File: config.mk
export PLATFORM = sky130hd
export DESIGN_NAME = svcp_vendor_pages
export DESIGN_NICKNAME = d
export VERILOG_FILES = /design/src/svcp_pkg.sv /design/src/svcp_vendor_pages.sv
export SDC_FILE = /design/constraint.sdc
export NUM_CORES = 1
export LEC_CHECK = 0
export BUFFER_PORTS_ARGS = -buffer_cell sky130_fd_sc_hd__buf_2
export CAP_MARGIN = 20
export CORE_AREA = 2 2 179 181
export CTS_BUF_LIST = sky130_fd_sc_hd__clkbuf_4
export CTS_CLUSTER_DIAMETER = 40
export DETAILED_ROUTE_END_ITERATION = 8
export DIE_AREA = 0 0 181 183
export SETUP_SLACK_MARGIN = 0.1
export SYNTH_ARGS = -nofsm -noshare
export SYNTH_HDL_FRONTEND = slang
export SYNTH_SLANG_ARGS = --single-unit
File: constraint.sdc
create_clock -name i_clk -period 4 [get_ports i_clk]
set_input_delay 0.2 -clock i_clk [delete_from_list [all_inputs] [get_ports i_clk]]
set_output_delay 0.2 -clock i_clk [all_outputs]
set_load 0.005 [all_outputs]
File: src/svcp_pkg.sv
// constants for the vendor control mode pages block
package svcp_pkg;
  // page codes and lengths as returned by mode sense
  localparam logic [7:0] SVCP_VCTL_PAGE_CODE  = 8'h37;
  localparam logic [7:0] SVCP_VCTL_PAGE_LEN   = 8'h0E;
  localparam logic [7:0] SVCP_DCTL_PAGE_CODE  = 8'h39;
  localparam logic [7:0] SVCP_DCTL_PAGE_LEN   = 8'h06;
  localparam logic [7:0] SVCP_CACHE_PAGE_CODE = 8'h08;
  // byte offsets inside a page
  localparam logic [3:0] SVCP_OFS_CODE  = 4'h0;
  localparam logic [3:0] SVCP_OFS_LEN   = 4'h1;
  localparam logic [3:0] SVCP_OFS_FLAGS = 4'h2;
  localparam logic [3:0] SVCP_OFS_CTL3  = 4'h3;
  // vendor control page, byte 2
  localparam int SVCP_B_KEEP_SYNC   = 5;
  localparam int SVCP_B_TGT_SYNC    = 4;
  localparam int SVCP_B_PREFETCH    = 1;
  localparam int SVCP_B_CACHE_EN    = 0;
  // drive control page, byte 2
  localparam int SVCP_B_SKIP_ID_OUT = 7;
  localparam int SVCP_B_SKIP_ID_IN  = 6;
  localparam int SVCP_B_FAST_BSY    = 5;
  localparam int SVCP_B_REALLOC_UNC = 4;
  localparam int SVCP_B_FILL_EN     = 3;
  localparam int SVCP_B_NO_UA       = 1;
  localparam int SVCP_B_NO_RESEL_TO = 0;
  // drive control page, byte 3
  localparam int SVCP_B_NO_DISC     = 7;
  localparam int SVCP_B_DISC_DELAY  = 6;
  localparam int SVCP_B_NO_PARITY   = 4;
  localparam int SVCP_B_SOFT_ID_SEL = 3;
  // writable masks; reserved bits always read zero
  localparam logic [7:0] SVCP_VCTL_B2_MASK = 8'h33;
  localparam logic [7:0] SVCP_DCTL_B2_MASK = 8'hFB;
  localparam logic [7:0] SVCP_DCTL_B3_MASK = 8'hDF;
  // reset values and the largest segment count
  localparam logic [7:0] SVCP_VCTL_B2_RST  = 8'h03;
  localparam logic [7:0] SVCP_SEG_RST      = 8'h01;
  localparam logic [7:0] SVCP_SEG_MAX      = 8'h02;
  localparam logic [7:0] SVCP_DCTL_B2_RST  = 8'h08;
  localparam logic [7:0] SVCP_DCTL_B3_RST  = 8'h00;
  // sense values
  localparam logic [3:0] SVCP_SK_MEDIUM    = 4'h3;
  localparam logic [3:0] SVCP_SK_ILLEGAL   = 4'h5;
  localparam logic [7:0] SVCP_ASC_UNRECOV  = 8'h11;
  // sync table
  localparam int SVCP_N_INIT = 8;
  // reselection timeout
  localparam int  SVCP_CLK_HZ       = 50_000_000;
  localparam int  SVCP_RESEL_TO_MS  = 250;
  localparam int  SVCP_RESEL_CYCLES = SVCP_CLK_HZ / 1000 * SVCP_RESEL_TO_MS;
endpackage : svcp_pkg

File: src/svcp_vendor_pages.sv
// vendor control and drive control mode pages with their control outputs
// How it works
// keep sync table on reset when set
// target sends sync request when set
// cache bits mirror cache page copy
// prefetch only while enabled and caching on
// cache enable governs read caching
// read cache disable zero sets both
// segment count only 1 or 2
// skip identify out lifts identify need
// skip identify in suppresses reconnect identify
// reallocate uncorrectable, later read reports 3/11
// no realloc gives medium error check
// fill pattern written on format when enabled
// fill pattern enable resets to one
// unit attention after resets unless suppressed
// release bus after 250 ms reselect
// no disconnect limits disconnection points
// parity check disable stops checking only
// bus id from jumpers or soft field
// soft id applies at once and at boot
// initiator writes reserved bit as zero
// legacy bits stored, no effect
// cleared table means asynchronous transfers
`timescale 1ns/1ps
module svcp_vendor_pages
  import svcp_pkg::*;
#(
  parameter int unsigned RESEL_CYCLES = SVCP_RESEL_CYCLES
) (
  input  wire logic       i_clk,
  input  wire logic       i_nrst,
  // mode select byte write
  input  wire logic       i_ms_wr,
  input  wire logic [7:0] i_ms_page,
  input  wire logic [3:0] i_ms_byte,
  input  wire logic [7:0] i_ms_wdata,
  // mode sense byte read
  input  wire logic [7:0] i_sense_page,
  input  wire logic [3:0] i_sense_byte,
  output logic      [7:0] o_sense_data,
  // rejected mode select parameter
  output logic            o_check_illegal,
  // resets seen by the target
  input  wire logic       i_bus_dev_reset,
  input  wire logic       i_hard_reset,
  input  wire logic       i_ua_clear,
  output logic            o_unit_attention,
  // saved drive control byte 3 restored at power on
  input  wire logic       i_saved_load,
  input  wire logic [7:0] i_saved_b3,
  // bus id
  input  wire logic [2:0] i_hw_id,
  output logic      [2:0] o_bus_id,
  // synchronous parameter table
  input  wire logic       i_sync_wr,
  input  wire logic [2:0] i_sync_init,
  input  wire logic [7:0] i_sync_period,
  input  wire logic [7:0] i_sync_offset,
  input  wire logic [2:0] i_sync_rd_init,
  output logic      [7:0] o_sync_period,
  output logic      [7:0] o_sync_offset,
  output logic            o_sync_async,
  output logic            o_send_sdtr,
  // cache control
  output logic            o_cache_en,
  output logic            o_prefetch_en,
  output logic            o_read_cache_disable,
  output logic      [7:0] o_cache_segments,
  // identify, disconnect and parity
  output logic            o_need_identify_out,
  output logic            o_send_identify_in,
  input  wire logic       i_read_seek,
  input  wire logic       i_write_buffered,
  output logic            o_disconnect_ok,
  output logic            o_parity_check_en,
  // uncorrectable error handling
  input  wire logic       i_auto_read_realloc,
  input  wire logic       i_uncorr_err,
  output logic            o_realloc_req,
  output logic            o_medium_err,
  output logic      [3:0] o_sense_key,
  output logic      [7:0] o_sense_code,
  // format fill pattern
  input  wire logic       i_format_start,
  input  wire logic [7:0] i_format_pattern,
  output logic            o_fill_apply,
  output logic      [7:0] o_fill_byte,
  // reselection watchdog
  input  wire logic       i_resel_start,
  input  wire logic       i_bsy_seen,
  output logic            o_resel_release
);

  // stored page bytes, sync table and watchdog state
  logic [7:0] vctl_b2_q;
  logic [7:0] seg_q;
  logic [7:0] dctl_b2_q;
  logic [7:0] dctl_b3_q;
  logic [7:0] sync_per_q [SVCP_N_INIT];
  logic [7:0] sync_ofs_q [SVCP_N_INIT];
  logic       sync_vld_q [SVCP_N_INIT];
  logic       ua_q;
  logic       resel_busy_q;
  logic [31:0] resel_cnt_q;
  logic       tgt_reset;
  logic       wr_vctl_b2;
  logic       wr_vctl_b3;
  logic       wr_dctl_b2;
  logic       wr_dctl_b3;
  logic       wr_cache_pg;
  logic       seg_ok;
  logic [7:0] vctl_b2_d;

  // decode of the page byte being written
  // bytes other than 2 and 3 match no decode and are dropped
  // target resets of either kind act alike on attention and table
  assign tgt_reset  = i_bus_dev_reset | i_hard_reset;
  assign wr_vctl_b2 = i_ms_wr && i_ms_page == SVCP_VCTL_PAGE_CODE
                      && i_ms_byte == SVCP_OFS_FLAGS;
  assign wr_vctl_b3 = i_ms_wr && i_ms_page == SVCP_VCTL_PAGE_CODE
                      && i_ms_byte == SVCP_OFS_CTL3;
  assign wr_dctl_b2 = i_ms_wr && i_ms_page == SVCP_DCTL_PAGE_CODE
                      && i_ms_byte == SVCP_OFS_FLAGS;
  assign wr_dctl_b3 = i_ms_wr && i_ms_page == SVCP_DCTL_PAGE_CODE
                      && i_ms_byte == SVCP_OFS_CTL3;
  // the cache page shares its read cache disable bit with cache enable
  assign wr_cache_pg = i_ms_wr && i_ms_page == SVCP_CACHE_PAGE_CODE
                      && i_ms_byte == SVCP_OFS_FLAGS;
  assign seg_ok     = i_ms_wdata == SVCP_SEG_RST
                      || i_ms_wdata == SVCP_SEG_MAX;

  // next value of the cache flag byte from either page
  // one next value keeps the two pages from fighting over the bits
  always_comb begin
    vctl_b2_d = vctl_b2_q;
    if (wr_vctl_b2) begin
      vctl_b2_d = i_ms_wdata & SVCP_VCTL_B2_MASK;
      // prefetch cannot stand without cache enable
      vctl_b2_d[SVCP_B_PREFETCH] = i_ms_wdata[SVCP_B_PREFETCH]
                                   & i_ms_wdata[SVCP_B_CACHE_EN];
    end else if (wr_cache_pg) begin
      // bit 0 of the cache page byte is the read cache disable copy
      if (!i_ms_wdata[0]) begin
        vctl_b2_d[SVCP_B_CACHE_EN] = 1'b1;
        vctl_b2_d[SVCP_B_PREFETCH] = 1'b1;
      end else begin
        vctl_b2_d[SVCP_B_CACHE_EN] = 1'b0;
        vctl_b2_d[SVCP_B_PREFETCH] = 1'b0;
      end
    end
  end

  // vendor control page storage
  // a refused segment count leaves the stored one in place
  always_ff @(posedge i_clk) begin
    if (!i_nrst) begin
      vctl_b2_q <= SVCP_VCTL_B2_RST;
      seg_q     <= SVCP_SEG_RST;
    end else begin
      vctl_b2_q <= vctl_b2_d;
      if (wr_vctl_b3 && seg_ok) begin
        seg_q <= i_ms_wdata;
      end
    end
  end

  // drive control page storage; legacy bits kept only for readback
  // saved load only replaces byte 3, so a byte 2 write still lands
  always_ff @(posedge i_clk) begin
    if (!i_nrst) begin
      dctl_b2_q <= SVCP_DCTL_B2_RST;
      dctl_b3_q <= SVCP_DCTL_B3_RST;
    end else begin
      if (wr_dctl_b2) begin
        // reserved bit is masked even if the initiator sets it
        dctl_b2_q <= i_ms_wdata & SVCP_DCTL_B2_MASK;
      end
      if (i_saved_load) begin
        dctl_b3_q <= i_saved_b3 & SVCP_DCTL_B3_MASK;
      end else if (wr_dctl_b3) begin
        dctl_b3_q <= i_ms_wdata & SVCP_DCTL_B3_MASK;
      end
    end
  end

  // bad segment count answers with a one-cycle illegal request pulse
  // the command layer turns the pulse into check condition status
  always_ff @(posedge i_clk) begin
    if (!i_nrst) begin
      o_check_illegal <= 1'b0;
    end else begin
      o_check_illegal <= wr_vctl_b3 && !seg_ok;
    end
  end

  // mode sense readback, registered
  // unknown pages and bytes read zero, as reserved fields must
  always_ff @(posedge i_clk) begin
    if (!i_nrst) begin
      o_sense_data <= 8'h00;
    end else begin
      o_sense_data <= 8'h00;
      if (i_sense_page == SVCP_VCTL_PAGE_CODE) begin
        case (i_sense_byte)
          SVCP_OFS_CODE:  o_sense_data <= SVCP_VCTL_PAGE_CODE;
          SVCP_OFS_LEN:   o_sense_data <= SVCP_VCTL_PAGE_LEN;
          SVCP_OFS_FLAGS: o_sense_data <= vctl_b2_q;
          SVCP_OFS_CTL3:  o_sense_data <= seg_q;
          default:        o_sense_data <= 8'h00;
        endcase
      end else if (i_sense_page == SVCP_DCTL_PAGE_CODE) begin
        case (i_sense_byte)
          SVCP_OFS_CODE:  o_sense_data <= SVCP_DCTL_PAGE_CODE;
          SVCP_OFS_LEN:   o_sense_data <= SVCP_DCTL_PAGE_LEN;
          SVCP_OFS_FLAGS: o_sense_data <= dctl_b2_q;
          SVCP_OFS_CTL3:  o_sense_data <= dctl_b3_q;
          default:        o_sense_data <= 8'h00;
        endcase
      end
    end
  end

  // unit attention; a new reset wins over a clear in the same cycle
  // power on always raises it; the suppress bit is not consulted at reset
  always_ff @(posedge i_clk) begin
    if (!i_nrst) begin
      o_unit_attention <= 1'b1;
    end else if (tgt_reset && !dctl_b2_q[SVCP_B_NO_UA]) begin
      o_unit_attention <= 1'b1;
    end else if (i_ua_clear) begin
      o_unit_attention <= 1'b0;
    end
  end

  // per-initiator sync table; power on always clears it
  // target resets honour the keep bit; a clear beats a same-cycle write
  for (genvar g = 0; g < SVCP_N_INIT; g++) begin : g_sync
    always_ff @(posedge i_clk) begin
      if (!i_nrst) begin
        sync_vld_q[g] <= 1'b0;
        sync_per_q[g] <= 8'h00;
        sync_ofs_q[g] <= 8'h00;
      end else if (tgt_reset && !vctl_b2_q[SVCP_B_KEEP_SYNC]) begin
        sync_vld_q[g] <= 1'b0;
        sync_per_q[g] <= 8'h00;
        sync_ofs_q[g] <= 8'h00;
      end else if (i_sync_wr && i_sync_init == 3'(g)) begin
        sync_vld_q[g] <= 1'b1;
        sync_per_q[g] <= i_sync_period;
        sync_ofs_q[g] <= i_sync_offset;
      end
    end
  end

  // table lookup; an empty entry means asynchronous transfers
  // one cycle of latency, so the caller holds the index steady
  always_ff @(posedge i_clk) begin
    if (!i_nrst) begin
      o_sync_period <= 8'h00;
      o_sync_offset <= 8'h00;
      o_sync_async  <= 1'b1;
    end else begin
      o_sync_period <= sync_per_q[i_sync_rd_init];
      o_sync_offset <= sync_ofs_q[i_sync_rd_init];
      o_sync_async  <= !sync_vld_q[i_sync_rd_init];
    end
  end

  // control levels decoded from the pages
  // registered so a page write never glitches the bus side controls
  always_ff @(posedge i_clk) begin
    if (!i_nrst) begin
      o_send_sdtr          <= 1'b0;
      o_cache_en           <= 1'b1;
      o_prefetch_en        <= 1'b1;
      o_read_cache_disable <= 1'b0;
      o_cache_segments     <= SVCP_SEG_RST;
      o_need_identify_out  <= 1'b1;
      o_send_identify_in   <= 1'b1;
      o_parity_check_en    <= 1'b1;
      o_bus_id             <= 3'h0;
    end else begin
      o_send_sdtr          <= vctl_b2_q[SVCP_B_TGT_SYNC];
      o_cache_en           <= vctl_b2_q[SVCP_B_CACHE_EN];
      o_prefetch_en        <= vctl_b2_q[SVCP_B_PREFETCH]
                              & vctl_b2_q[SVCP_B_CACHE_EN];
      o_read_cache_disable <= !vctl_b2_q[SVCP_B_CACHE_EN];
      o_cache_segments     <= seg_q;
      o_need_identify_out  <= !dctl_b2_q[SVCP_B_SKIP_ID_OUT];
      o_send_identify_in   <= !dctl_b2_q[SVCP_B_SKIP_ID_IN];
      o_parity_check_en    <= !dctl_b3_q[SVCP_B_NO_PARITY];
      // soft id follows the stored byte, so a write lands at once
      o_bus_id <= dctl_b3_q[SVCP_B_SOFT_ID_SEL] ? dctl_b3_q[2:0]
                                                 : i_hw_id;
    end
  end

  // disconnect permission for the current phase
  // seek and buffered flags are levels from the command sequencer
  always_ff @(posedge i_clk) begin
    if (!i_nrst) begin
      o_disconnect_ok <= 1'b1;
    end else begin
      o_disconnect_ok <= !dctl_b3_q[SVCP_B_NO_DISC]
                         || i_read_seek || i_write_buffered;
    end
  end

  // uncorrectable error: reallocate or report a medium error
  // sense values hold until the next event so the host can fetch them
  always_ff @(posedge i_clk) begin
    if (!i_nrst) begin
      o_realloc_req <= 1'b0;
      o_medium_err  <= 1'b0;
      o_sense_key   <= 4'h0;
      o_sense_code  <= 8'h00;
    end else begin
      o_realloc_req <= 1'b0;
      o_medium_err  <= 1'b0;
      if (i_uncorr_err) begin
        if (dctl_b2_q[SVCP_B_REALLOC_UNC] && i_auto_read_realloc) begin
          o_realloc_req <= 1'b1;
        end else begin
          o_medium_err  <= 1'b1;
        end
        o_sense_key  <= SVCP_SK_MEDIUM;
        o_sense_code <= SVCP_ASC_UNRECOV;
      end else if (o_check_illegal) begin
        o_sense_key  <= SVCP_SK_ILLEGAL;
        o_sense_code <= 8'h00;
      end
    end
  end

  // format fill pattern, captured at the start of a format
  // outputs hold for the whole format; zero pattern when disabled
  always_ff @(posedge i_clk) begin
    if (!i_nrst) begin
      o_fill_apply <= 1'b0;
      o_fill_byte  <= 8'h00;
    end else if (i_format_start) begin
      o_fill_apply <= dctl_b2_q[SVCP_B_FILL_EN];
      o_fill_byte  <= dctl_b2_q[SVCP_B_FILL_EN] ? i_format_pattern
                                                : 8'h00;
    end
  end

  // reselection watchdog; counter is wide since 250 ms is millions of cycles
  // a busy response or the disable bit ends the watch with no release
  // the release pulse lasts one cycle; the bus side must act on it at once
  always_ff @(posedge i_clk) begin
    if (!i_nrst) begin
      resel_busy_q    <= 1'b0;
      resel_cnt_q     <= 32'h0000_0000;
      o_resel_release <= 1'b0;
    end else begin
      o_resel_release <= 1'b0;
      if (i_resel_start) begin
        resel_busy_q <= !dctl_b2_q[SVCP_B_NO_RESEL_TO];
        resel_cnt_q  <= 32'h0000_0000;
      end else if (resel_busy_q) begin
        if (i_bsy_seen) begin
          resel_busy_q <= 1'b0;
        end else if (resel_cnt_q == 32'(RESEL_CYCLES - 1)) begin
          resel_busy_q    <= 1'b0;
          o_resel_release <= 1'b1;
        end else begin
          resel_cnt_q <= resel_cnt_q + 32'h0000_0001;
        end
      end
    end
  end

endmodule : svcp_vendor_pages

==> summary.txt <==
status -> complete, no violations
VDD IR max -> 0.149 mV
Via density -> 4.81
commonest non-fill, non-tap cell in the layout -> buf_2
register area -> 6480 um^2
port bufs -> 149
delay-heaviest family, CP -> buffers and inverters
first-pass iteration count of the detailed router -> 4
largest net degree at the start of global routing -> 39
CTS max path bufs -> 3
CTS tree -> done
gr ovfl total -> 0
post-route setup TNS -> 0 ps
P_leak -> 0.00568 uW
GRT Overall Usage -> 0.168
Worst slew margin -> 0.241
highest-delay cell along the critical path -> dlygate4sd3_1
DRC -> 0
clk slew on worst S/H paths -> 60 ps
yosys warns -> 0
share of cells above drive strength 1 -> 0.289
Bufs and invs on worst path -> 7
Setup Buffers After CTS -> 0
worst hold stages -> 3
H-Tree Level Count -> 3
die area -> 33100 um^2
Post-synth EDFFs -> 135
Worst R2R End -> sync_vld_q[0]$_DFFE_PP_
Final setup viols -> 0
I/O pin count -> 158
Clock Sinks -> 256
CP startpoint -> i_nrst
DR vias -> 7766
pre-CTS WS -> 1390 ps
actual slew at the worst max-slew pin -> 1130 ps
unrepaired setup endpoints after global routing -> false
async set or reset register ratio after synthesis -> 0
synthesized cell area -> 10800 um^2
critical path type -> input pin to flop
Reg2Reg Depth -> 7
Avg Cell Area, Syn -> 12.4 um^2
worst skew pair latency -> 650 ps
Most common cell on crit path -> dlygate4sd3_1
global-route wire length before repair -> 43000 um
Cells after Synth -> 870
Die X -> 181 um
FP Rows -> 65
Req. time, crit path -> 4590 ps
worst path cell trace -> dlygate4sd3_1 -> buf_2 -> buf_4 -> inv_2 -> nor3_1 -> dlygate4sd3_1 -> nand3_1 -> dlygate4sd3_1 -> a21boi_0 -> dlygate4sd3_1
clock buffer count from CTS -> 73
Peak Freq -> 306 MHz
total detailed-routing wirelength -> 27600 um
root buffer cell -> clkbuf_4
Period minus WS final -> 3260 ps
CP max FO -> 38
vias in the first global route -> 7909
setup ws final -> 736 ps
core area -> 31200 um^2
internal reg-to-reg setup slack -> 1620 ps
CP peak stage delay -> 590 ps
area of the multi-input gates -> 4100 um^2
worst path arrival time -> 3850 ps
area grow syn2layout -> 27.4%
post-route ant nets -> 0
maxcap violations -> 0
crit path capture type -> flop
Initial Utilization -> 0.347
iteration-0 DRC count of the detailed router -> 497
worst min-delay path class -> input pin to flop
max-slew violation count -> 0
Die H -> 183 um
top cells by area, synth -> edfxtp_1, dfxtp_1, and2_1
period utilization -> 0.816
clk_skew -> 38.9 ps
FF+latch count, synth -> 256
dpl hpwl -> 17700 um
Seq/Total Area, Yosys -> 0.598
final net count -> 1243
RR Startpoint -> vctl_b2_q[5]$_SDFFE_PN0P_
Distinct cells, synth -> 64
commonest cells after routing, fill and taps aside -> buf_2, and2_1, edfxtp_1, dfxtp_1, clkbuf_4
WHS Endpoint -> sync_vld_q[4]$_DFF_P_
final hold vios -> 0
PD cells -> 409 nW/um^2
origin of the worst min-delay path -> i_sync_init[0]
Final GP Congestion -> 0.814
Routed WL per cell -> 17.1 um
largest area contributor in the netlist -> edfxtp_1
share of the synthesized area in the top cell type -> 0.375
most used flip-flop cell after synthesis -> edfxtp_1
Worst setup SP type -> input pin
# fillers -> 2917
number of antenna violations at the first check in global routing -> 1
-- metal layers --
layer  share of wire  global-route usage  up-vias
met5               0                   0        -
met4           0.019              0.0608        0
met3           0.060              0.0377       47
met2            0.49               0.288      234
met1            0.43               0.208     3706
li1                -                   -     3779
-- state kept, by name (all words and copies together), names as in the netlist, 2 cells and up --
name / cells
sync_per_q: 64
o_fill_byte: 8
dctl_b3_q: 7
o_bus_id: 3
resel_cnt_q: 32
vctl_b2_q: 4
sync_ofs_q: 64
o_sense_key: 2
o_cache_segments: 8
o_sync_period: 8
o_sync_offset: 8
o_sense_data: 8
dctl_b2_q: 7
sync_vld_q: 8
seg_q: 8
-- final cells by class --
type,instances,area share
Tap cell,402,0.0365
Multi-Input combinational cell,561,0.297
Timing Repair Buffer,252,0.125
Clock buffer,115,0.0626
Inverter,10,0.00272
Sequential cell,256,0.470
Clock inverter,15,0.00617
Antenna cell,2,0.000363
-- per-stage QoR --
| step | power (uW) | area [um^2] | util | hold slack [ps] | instances |
|---|---|---|---|---|---|
| 3_3_place_gp | 3230 | 12000 | 0.385 | 384 | 1399 |
| 5_1_grt | 5910 | 13800 | 0.441 | 84.2 | 1612 |
| 4_1_cts | 5740 | 13800 | 0.441 | 1.52 | 1610 |
| 2_1_floorplan | 3080 | 10800 | - | 279 | 876 |
| 3_5_place_dp | 3230 | 12000 | 0.385 | 383 | 1399 |
| 6_report | 5640 | 13800 | 0.442 | 86.7 | 1613 |
-- Yosys cell counts, types with 10 or more instances --
cell	n
a21oi_1	24
and2_1	139
and3_1	12
buf_2	10
buf_4	10
clkbuf_1	29
dfxtp_1	121
edfxtp_1	135
mux2i_1	38
mux4_2	34
nand2_1	41
nand3_1	14
nand4_1	16
nor2_1	81
o211ai_1	14
o21ai_0	18
xor2_1	20
-- power breakdown --
part	total (uW)	switching (uW)	leakage [uW]	internal (uW)
sequential	2870	27.8	0.00255	2840
combinational	366	191	0.00256	176
clock	2410	1090	0.000566	1310
total	5640	1310	0.00568	4330
-- worst max-delay path by stage --
stage                     depth (start not counted)  slack, ps                             end
after floorplan                                   3       1490  sync_ofs_q[1][0]$_SDFFCE_PN0P_
after global placement                            9       1420  sync_per_q[0][6]$_SDFFCE_PN0P_
after detailed placement                          9       1390  sync_per_q[0][4]$_SDFFCE_PN0P_
after CTS                                        10        800      o_sense_data[6]$_SDFF_PN0_
after global routing                             10        620      o_sense_data[6]$_SDFF_PN0_
final                                            10        740      o_sense_data[6]$_SDFF_PN0_
-- cell families after synthesis --
family,count (synthesis),share of synthesized area
DFF,256,0.598
adders and majority gates,1,0.00116
buffers and inverters,59,0.0251
xor gates and xnor gates,22,0.0178
and+or+nand+nor,364,0.193
AOI/OAI and AO/OA,93,0.0562
other,1,0.000346
muxes,74,0.108
-- tightest hold or removal path, delay by kind of cell --
kind / cells / cell delay (ps)
compound gates: 1 / 100
buf+inv: 1 / 130
simple gates: 1 / 250
-- what timing repair did --
action	in CTS	in global routing
resized for setup	0	0
hold buffers	81	0
endpoints found under the hold margin	187	0
Note: power is estimated with default switching activity, not from simulation.
